--- src/rtp_pkg.sv ---
package rtp_pkg;
  // ***********************************************
  // Register map
  // ***********************************************
  localparam logic [7:0] ADDR_CONTROL = 8'h07;
  localparam logic [7:0] ADDR_TRIM = 8'h08;
  localparam logic [7:0] ADDR_ALM0_WEEKDAY_VALUE = 8'h0D;
  localparam logic [7:0] ADDR_ALM1_WEEKDAY_VALUE = 8'h14;
  localparam logic [7:0] CONTROL_RESET = 8'h80;
  localparam logic [7:0] TRIM_RESET = 8'h00;
  localparam logic [7:0] WEEKDAY_VALUE_RESET = 8'h00;
  // ***********************************************
  // Field positions
  // ***********************************************
  localparam int CTL_OUT = 7;
  localparam int CTL_SQUARE_WAVE_ENABLE = 6;
  localparam int CTL_ALARM1_ENABLE = 5;
  localparam int CTL_ALARM0_ENABLE = 4;
  localparam int CTL_COARSE = 2;
  localparam int CTL_FS_HI = 1;
  localparam int CTL_FS_LO = 0;
  localparam int TRIM_DIR = 7;
  localparam int WK_POL = 7;
  localparam int WK_FLAG = 3;
  // ***********************************************
  // Timebase
  // ***********************************************
  localparam int PRESC_W = 15;
  localparam int COARSE_BIT = 7;
  localparam int SQW_64HZ_BIT = 8;
  localparam int SQW_1HZ_BIT = 14;
  localparam int SQW_4K_BIT = 2;
  localparam int SQW_8K_BIT = 1;
  localparam logic [5:0] LAST_SECOND = 6'h3B;
  localparam logic [1:0] FS_1HZ = 2'h0;
  localparam logic [1:0] FS_4K = 2'h1;
  localparam logic [1:0] FS_8K = 2'h2;
  localparam logic [1:0] FS_32K = 2'h3;
endpackage : rtp_pkg

--- src/rtp_top.sv ---
// Notes on behaviour
// - Enabled alarms without square wave drive pin
// - Alarm output keeps working on backup supply
// - Single alarm: pin is flag or inverse
// - Both alarms, polarity one: OR of flags
// - Both alarms, polarity zero: inverted AND
// - All modes off: pin follows output bit
// - No general output level on backup supply
// - Fine mode trims once every minute
// - Direction bit seven: add or remove
// - Two cycles per step, 254 maximum
// - Zero trim amount disables trimming
// - Coarse mode trims 128 times per second
// - Fine step about 1.017 ppm, 127 maximum
// - Trimming continues on backup supply
// - Square wave beats both alarm enables
// - Weekday register write clears match flag
// - Coarse plus square wave gives 64 Hz
`timescale 1ns/1ps
`default_nettype none
module rtp_top (
  input wire logic ref_clk,
  input wire logic sys_rst,
  input wire logic osc_in,
  input wire logic backup_in,
  input wire logic alarm0_hit,
  input wire logic alarm1_hit,
  input wire logic [7:0] reg_addr,
  input wire logic reg_wr_en,
  input wire logic reg_rd_en,
  input wire logic [7:0] reg_wdata,
  output logic [7:0] reg_rdata,
  output logic second_tick,
  input wire logic multi_function_pin_in,
  output logic multi_function_pin_out,
  output logic multi_function_pin_oe
);
  // ***********************************************
  // Synchronisers for oscillator and supply status
  // ***********************************************
  logic [1:0] async_in;
  logic [1:0] sync1_reg;
  logic [1:0] sync2_reg;
  logic osc_d_reg;
  assign async_in = {backup_in, osc_in};
  genvar gi;
  generate
    for (gi = 0; gi < 2; gi++) begin : g_sync
      always_ff @(posedge ref_clk or posedge sys_rst) begin
        if (sys_rst) begin
          sync1_reg[gi] <= 1'b0;
          sync2_reg[gi] <= 1'b0;
        end else begin
          sync1_reg[gi] <= async_in[gi];
          sync2_reg[gi] <= sync1_reg[gi];
        end
      end
    end
  endgenerate
  logic osc_s;
  logic on_backup;
  logic osc_rise;
  assign osc_s = sync2_reg[0];
  assign on_backup = sync2_reg[1];
  assign osc_rise = osc_s & ~osc_d_reg;
  // ***********************************************
  // Registers
  // ***********************************************
  logic [7:0] control_reg, control_next;
  logic [7:0] trim_reg, trim_next;
  logic [7:0] wk0_reg, wk0_next;
  logic [7:0] wk1_reg, wk1_next;
  logic pol_reg, pol_next;
  logic flag0_reg, flag0_next;
  logic flag1_reg, flag1_next;
  logic [7:0] rdata_reg, rdata_next;
  logic wr_wk0;
  logic wr_wk1;
  assign wr_wk0 = reg_wr_en && reg_addr == rtp_pkg::ADDR_ALM0_WEEKDAY_VALUE;
  assign wr_wk1 = reg_wr_en && reg_addr == rtp_pkg::ADDR_ALM1_WEEKDAY_VALUE;
  always_comb begin
    control_next = control_reg;
    trim_next = trim_reg;
    wk0_next = wk0_reg;
    wk1_next = wk1_reg;
    pol_next = pol_reg;
    rdata_next = rdata_reg;
    if (reg_wr_en && reg_addr == rtp_pkg::ADDR_CONTROL) begin
      control_next = reg_wdata;
    end
    if (reg_wr_en && reg_addr == rtp_pkg::ADDR_TRIM) begin
      trim_next = reg_wdata;
    end
    // Polarity is one bit shared by both weekday registers
    if (wr_wk0) begin
      wk0_next = reg_wdata;
      pol_next = reg_wdata[rtp_pkg::WK_POL];
    end
    if (wr_wk1) begin
      wk1_next = reg_wdata;
      pol_next = reg_wdata[rtp_pkg::WK_POL];
    end
    // Match flags: a write clears, a hit in the same cycle wins
    flag0_next = alarm0_hit | (flag0_reg & ~wr_wk0);
    flag1_next = alarm1_hit | (flag1_reg & ~wr_wk1);
    if (reg_rd_en) begin
      unique case (reg_addr)
        rtp_pkg::ADDR_CONTROL: rdata_next = control_reg;
        rtp_pkg::ADDR_TRIM: rdata_next = trim_reg;
        rtp_pkg::ADDR_ALM0_WEEKDAY_VALUE: rdata_next = {pol_reg, wk0_reg[6:4],
          flag0_reg, wk0_reg[2:0]};
        rtp_pkg::ADDR_ALM1_WEEKDAY_VALUE: rdata_next = {pol_reg, wk1_reg[6:4],
          flag1_reg, wk1_reg[2:0]};
        default: rdata_next = 8'h00;
      endcase
    end
  end
  always_ff @(posedge ref_clk or posedge sys_rst) begin
    if (sys_rst) begin
      control_reg <= rtp_pkg::CONTROL_RESET;
      trim_reg <= rtp_pkg::TRIM_RESET;
      wk0_reg <= rtp_pkg::WEEKDAY_VALUE_RESET;
      wk1_reg <= rtp_pkg::WEEKDAY_VALUE_RESET;
      pol_reg <= 1'b0;
      flag0_reg <= 1'b0;
      flag1_reg <= 1'b0;
      rdata_reg <= 8'h00;
    end else begin
      control_reg <= control_next;
      trim_reg <= trim_next;
      wk0_reg <= wk0_next;
      wk1_reg <= wk1_next;
      pol_reg <= pol_next;
      flag0_reg <= flag0_next;
      flag1_reg <= flag1_next;
      rdata_reg <= rdata_next;
    end
  end
  assign reg_rdata = rdata_reg;
  // ***********************************************
  // Trimmed timebase
  // ***********************************************
  // Supply state is not consulted here, so trimming runs on backup
  logic [rtp_pkg::PRESC_W-1:0] presc_reg, presc_next;
  logic [5:0] sec_reg, sec_next;
  logic [7:0] pend_reg, pend_next;
  logic dir_reg, dir_next;
  logic tick_reg, tick_next;
  logic [1:0] inc;
  logic [15:0] sum;
  logic [8:0] sum8;
  logic sec_wrap;
  logic trim_event;
  logic coarse;
  assign coarse = control_reg[rtp_pkg::CTL_COARSE];
  always_comb begin
    // Add: step by two; remove: hold; one cycle per pending count
    if (pend_reg == 8'h00) begin
      inc = 2'h1;
    end else if (dir_reg) begin
      inc = 2'h2;
    end else begin
      inc = 2'h0;
    end
    sum = {1'b0, presc_reg} + {14'h0000, inc};
    sum8 = {1'b0, presc_reg[rtp_pkg::COARSE_BIT:0]} + {7'h00, inc};
    sec_wrap = osc_rise & sum[rtp_pkg::PRESC_W];
    trim_event = osc_rise & (coarse ? sum8[8]
      : sec_wrap && sec_reg == rtp_pkg::LAST_SECOND);
    presc_next = presc_reg;
    sec_next = sec_reg;
    pend_next = pend_reg;
    dir_next = dir_reg;
    tick_next = sec_wrap;
    if (osc_rise) begin
      presc_next = sum[rtp_pkg::PRESC_W-1:0];
      if (pend_reg != 8'h00) begin
        pend_next = pend_reg - 8'h01;
      end
    end
    if (sec_wrap) begin
      sec_next = (sec_reg == rtp_pkg::LAST_SECOND) ? 6'h00
        : sec_reg + 6'h01;
    end
    // Each step is two cycles; zero amount loads nothing
    if (trim_event) begin
      pend_next = {trim_reg[6:0], 1'b0};
      dir_next = trim_reg[rtp_pkg::TRIM_DIR];
    end
  end
  always_ff @(posedge ref_clk or posedge sys_rst) begin
    if (sys_rst) begin
      presc_reg <= '0;
      sec_reg <= 6'h00;
      pend_reg <= 8'h00;
      dir_reg <= 1'b0;
      tick_reg <= 1'b0;
      osc_d_reg <= 1'b0;
    end else begin
      presc_reg <= presc_next;
      sec_reg <= sec_next;
      pend_reg <= pend_next;
      dir_reg <= dir_next;
      tick_reg <= tick_next;
      osc_d_reg <= osc_s;
    end
  end
  assign second_tick = tick_reg;
  // ***********************************************
  // Pin mode selection
  // ***********************************************
  logic level_reg, level_next;
  logic sqw_en;
  logic a0_en;
  logic a1_en;
  logic sqw_src;
  assign sqw_en = control_reg[rtp_pkg::CTL_SQUARE_WAVE_ENABLE];
  assign a0_en = control_reg[rtp_pkg::CTL_ALARM0_ENABLE];
  assign a1_en = control_reg[rtp_pkg::CTL_ALARM1_ENABLE];
  always_comb begin
    // The full-rate selection bypasses the trimmed prescaler
    unique case (control_reg[rtp_pkg::CTL_FS_HI:rtp_pkg::CTL_FS_LO])
      rtp_pkg::FS_1HZ: sqw_src = presc_reg[rtp_pkg::SQW_1HZ_BIT];
      rtp_pkg::FS_4K: sqw_src = presc_reg[rtp_pkg::SQW_4K_BIT];
      rtp_pkg::FS_8K: sqw_src = presc_reg[rtp_pkg::SQW_8K_BIT];
      rtp_pkg::FS_32K: sqw_src = osc_s;
    endcase
    if (coarse) begin
      sqw_src = presc_reg[rtp_pkg::SQW_64HZ_BIT];
    end
    if (sqw_en) begin
      level_next = on_backup | sqw_src;
    end else if (a0_en & a1_en) begin
      level_next = pol_reg ? (flag0_reg | flag1_reg)
        : ~(flag0_reg & flag1_reg);
    end else if (a0_en) begin
      level_next = pol_reg ? flag0_reg : ~flag0_reg;
    end else if (a1_en) begin
      level_next = pol_reg ? flag1_reg : ~flag1_reg;
    end else begin
      // Released on backup so the pull-up only sees idle high
      level_next = on_backup | control_reg[rtp_pkg::CTL_OUT];
    end
  end
  always_ff @(posedge ref_clk or posedge sys_rst) begin
    if (sys_rst) begin
      level_reg <= 1'b1;
    end else begin
      level_reg <= level_next;
    end
  end
  assign multi_function_pin_out = 1'b0;
  assign multi_function_pin_oe = ~level_reg;

  logic gpo_mode;
  assign gpo_mode = ~sqw_en & ~a0_en & ~a1_en;
endmodule : rtp_top
`default_nettype wire

--- config.mk ---
export PLATFORM = sky130hd
export DESIGN_NAME = rtp_top
export DESIGN_NICKNAME = d
export VERILOG_FILES = /design/src/rtp_pkg.sv /design/src/rtp_top.sv
export SDC_FILE = /design/constraint.sdc
export NUM_CORES = 1
export LEC_CHECK = 0
export BUFFER_PORTS_ARGS = -buffer_cell sky130_fd_sc_hd__buf_2
export CORE_MARGIN = 8
export CORE_UTILIZATION = 45
export DETAILED_ROUTE_END_ITERATION = 7
export PLACE_DENSITY = 0.61
export SLEW_MARGIN = 25
export SYNTH_ARGS = -nofsm -noshare
export SYNTH_HDL_FRONTEND = slang
export SYNTH_SLANG_ARGS = --single-unit
--- constraint.sdc ---
create_clock -name ref_clk -period 8.4 [get_ports ref_clk]
set_input_delay 1.68 -clock ref_clk [delete_from_list [all_inputs] [get_ports ref_clk]]
set_output_delay 1.68 -clock ref_clk [all_outputs]
set_load 0.01 [all_outputs]
==> impl_metrics.py <==
metrics = {
    "run_status": {
        "status": "finished, final reports clean",
    },
    "sta": {
        "tns_ns": 0,
        "fin_crit_ns": 3.422,
        "slew_violations": 0,
        "worstMarginPinSlew_ns": 0.6986,
        "max_freq_mhz": 292.2,
        "period_share_pct": 40.74,
        "rsz0062_at_grt": "false",
        "hold_viol": 0,
        "slew_headroom_pct": 53.43,
        "setup_viol": 0,
        "skew_ns": 0.01013,
        "whs_ns": 0.3553,
    },
    "yosys": {
        "syn-num-nets": 326,
        "ys_ff_latch": 76,
        "synth_compound_area_share_pct": 9.731,
        "synth_xor_area_share_pct": 4.395,
        "synth_area_um2": 3587,
        "synth_fa_ha_area_share_pct": 1.953,
        "synth_edf_count": 0,
        "synth_mux_area_share_pct": 13.11,
        "ys.warnings.count": 0,
        "yosysSeqAreaShare_pct": 53.09,
        "async_reset_ff_share_pct": 100.0,
        "yosysUniqueCellTypes": 56,
        "synth-main-ff-cell": "dfrtp_1",
        "yosys.area_share.simple_pct": 15.52,
        "synth.avg_cell_area_um2": 12.12,
        "synth_top_family_by_area": "simple AND/OR/NAND/NOR gates",
        "synthCells": 296,
    },
    "pwr": {
        "p_clk_share_pct": 30.7,
        "seq_power_share_pct": 55.0,
        "intPower_uw": 576.5,
        "p_leak_nw": 2.010,
        "vdd_drop_max_mv": 0.1209,
        "power_frac_comb_pct": 14.3,
        "power_density_nw_per_um2": 196.8,
        "power.switching_uw": 219.2,
        "switching_share_pct": 27.55,
    },
    "global_routing": {
        "grt_max_degree": 77,
        "grt_usage_pct": 13.60,
        "antenna_found_initial": 0,
        "grt_overflow": 0,
        "grt_pass1_wl_mm": 11.99,
        "first_global_vias": 2420,
    },
    "routing": {
        "vias_per_cell": 5.382,
        "drc_errors": 0,
        "antenna_left": 0,
        "wl_per_cell_um": 15.78,
        "wl_mm": 7.023,
        "via_count": 2395,
        "dr.pass1.iters": 5,
        "drtIter0Drc": 145,
    },
    "clock_tree": {
        "ctsLongestPathBuffers": 2,
        "cts_sinks": 76,
        "cts_tree": "yes",
        "ctsResizeCount": 0,
        "cts_setup_buffers": 0,
        "clkTransAtPathRegs_ns": 0.07,
        "clk_latency_ns": 0.35,
        "cts_max_level": 3,
        "numCtsBuffers": 9,
        "hold_buffers": 0,
        "cts_root_buf": "clkbuf_8",
    },
    "worst_setup_path": {
        "r2r_end": "pend_reg[3]$_DFFE_PP0P_",
        "worstSetupPathType": "flip-flop to flip-flop",
        "r2r-start": "pend_reg[3]$_DFFE_PP0P_",
        "rrSetupSlack_ns": 4.98,
        "reg2reg_depth": 12,
        "critPathMaxFanout": 9,
        "cp-end-kind": "flip-flop",
        "crit_arrival_ns": 3.65,
        "worst_setup_path_start_kind": "flip-flop",
        "worstPathRequired_ns": 8.63,
    },
    "layout": {
        "area_growth_pct": 12.70,
        "largest_register_ffs": 15,
        "layout.nets": 368,
        "drive_above_1_share_pct": 32.65,
        "diodes": 0,
    },
    "die": {
        "dieArea_um2": 11080,
        "io_pins": 36,
        "coreArea_um2": 7727,
        "die_x_um": 105.3,
        "die_h_um": 105.3,
        "initial_core_util_pct": 46.42,
        "fp-row-count": 32,
    },
    "placed_design": {
        "post-dp-hpwl_mm": 4.989,
        "place.gp.congestion": 0.7675,
        "io_buffers": 33,
    },
    "hold_path": {
        "min_delay_path_depth": 0,
        "min-delay-start": "sync1_reg[0]$_DFF_PP0_",
        "min_to": "osc_s$_DFF_PP0_",
        "hp-class": "flip-flop to flip-flop",
    },
    "flow_run": {
        "maxCapViolCount": 0,
    },
}
[worst max-delay path, cell delays in order (launching register included)]
cell and delay, ns:
dfrtp_1 0.43, or4_1 0.60, nor2_1 0.21, nand2_1 0.11, inv_1 0.07, ha_1 0.15
inv_1 0.05, fa_1 0.37, nor3b_2 0.27, nand2_1 0.15, nor3_2 0.33, o221ai_4 0.25
mux2_2 0.33
[power by group through the flow]
stage	registers (mW)	clock network [mW]	logic, mW
6_report	0.438	0.244	0.114
5_1_grt	0.444	0.269	0.131
4_1_cts	0.437	0.253	0.115
3_5_place_dp	0.444	0	0.115
3_3_place_gp	0.444	0	0.111
2_1_floorplan	0.436	0	0.0917
[synthesized netlist by cell type, types with 2 or more instances]
library cell | count | area [um2]
or3_1 | 2 | 12.51
nand2_2 | 3 | 18.77
dfstp_2 | 2 | 52.55
a21o_1 | 4 | 30.03
mux2i_1 | 2 | 20.02
nor4_4 | 2 | 42.54
mux2_2 | 38 | 427.9
ha_1 | 4 | 50.05
nand4_1 | 2 | 12.51
inv_1 | 13 | 48.80
or4_1 | 4 | 30.03
buf_2 | 2 | 10.01
a222oi_1 | 7 | 70.07
nand3_1 | 7 | 35.03
nand2_1 | 34 | 127.6
o31ai_1 | 3 | 22.52
nor3_1 | 7 | 35.03
o21ai_0 | 8 | 40.04
nor2_1 | 11 | 41.29
or2_2 | 2 | 12.51
xor2_1 | 8 | 70.07
a21oi_1 | 5 | 25.02
nor2_2 | 2 | 12.51
dfrtp_1 | 74 | 1852
a22o_1 | 9 | 78.83
xnor2_1 | 10 | 87.58
a22oi_1 | 2 | 15.01
[how the worst max path moves through the flow]
stage | startpoint | endpoint | slack [ns]
after floorplan | sys_rst | control_reg[0]$_DFFE_PP0P_ | 4.78
after global placement | reg_addr[7] | control_reg[5]$_DFFE_PP0P_ | 4.82
after detailed placement | reg_addr[7] | control_reg[4]$_DFFE_PP0P_ | 4.82
after CTS | pend_reg[3]$_DFFE_PP0P_ | pend_reg[3]$_DFFE_PP0P_ | 4.96
after global routing | pend_reg[3]$_DFFE_PP0P_ | pend_reg[3]$_DFFE_PP0P_ | 4.68
final | pend_reg[3]$_DFFE_PP0P_ | pend_reg[3]$_DFFE_PP0P_ | 4.98
[kinds of logic (layout without fill, tap and decap cells)]
family          Yosys count  count (layout)
simple gates             93              93
flops                    76              76
compound gates           44              44
mux                      41              41
xor+xnor                 18              18
buf+inv                  18              65
fa+ha+maj                 5               5
other cells               1               1
[metrics by stage]
step / worst slack (ns) / utilization [%] / instance area, um2 / power (mW) / std cells
finish: 4.978 / 52.32 / 4043 / 0.7957 / 445
CTS: 4.964 / 52.27 / 4039 / 0.8056 / 445
detailed placement: 4.821 / 50.08 / 3870 / 0.5592 / 429
global route: 4.681 / 52.32 / 4043 / 0.8436 / 445
floorplan: 4.785 / - / 3587 / 0.5274 / 296
global placement: 4.825 / 50.08 / 3870 / 0.5549 / 429
[cell usage in the layout (no fill, tap or decap), types with 2 or more instances in the layout]
cell | netlist | layout
o31ai_1 | 3 | 3
mux2i_1 | 2 | 2
nand2_1 | 34 | 34
buf_2 | 2 | 33
clkbuf_8 | 0 | 10
nor2_2 | 2 | 2
mux2_2 | 38 | 38
xnor2_1 | 10 | 10
nand2_2 | 3 | 3
o21ai_0 | 8 | 8
inv_1 | 13 | 12
dfrtp_1 | 74 | 74
nor4_4 | 2 | 2
nor2_1 | 11 | 11
nor3_1 | 7 | 7
clkinv_2 | 1 | 5
a22oi_1 | 2 | 2
xor2_1 | 8 | 8
or4_1 | 4 | 4
ha_1 | 4 | 4
or2_2 | 2 | 2
a22o_1 | 9 | 9
a222oi_1 | 7 | 7
nand3_1 | 7 | 7
nand4_1 | 2 | 2
a21o_1 | 4 | 4
dfstp_2 | 2 | 2
a21oi_1 | 5 | 5
or3_1 | 2 | 2
[routing by layer]
layer  track usage (%)  vias to the layer above  part of all wire (%)
met4             5.810                        0                   1.0
met2             19.96                       40                    45
li1                  -                     1151                     -
met3             3.837                        6                   5.0
met1             18.37                     1198                    48
met5                 0                        -                     0
[cell type report]
cell class | instances | area, um2
clock inverters | 5 | 27.53
well taps | 102 | 127.6
multi-input cells | 202 | 1608
clock buffers | 11 | 141.4
inverters | 15 | 57.56
fillers | 694 | 3685
flip-flops and latches | 76 | 1904
repair buffers | 34 | 176.4
No activity file was read; power rests on OpenSTA's default activity.
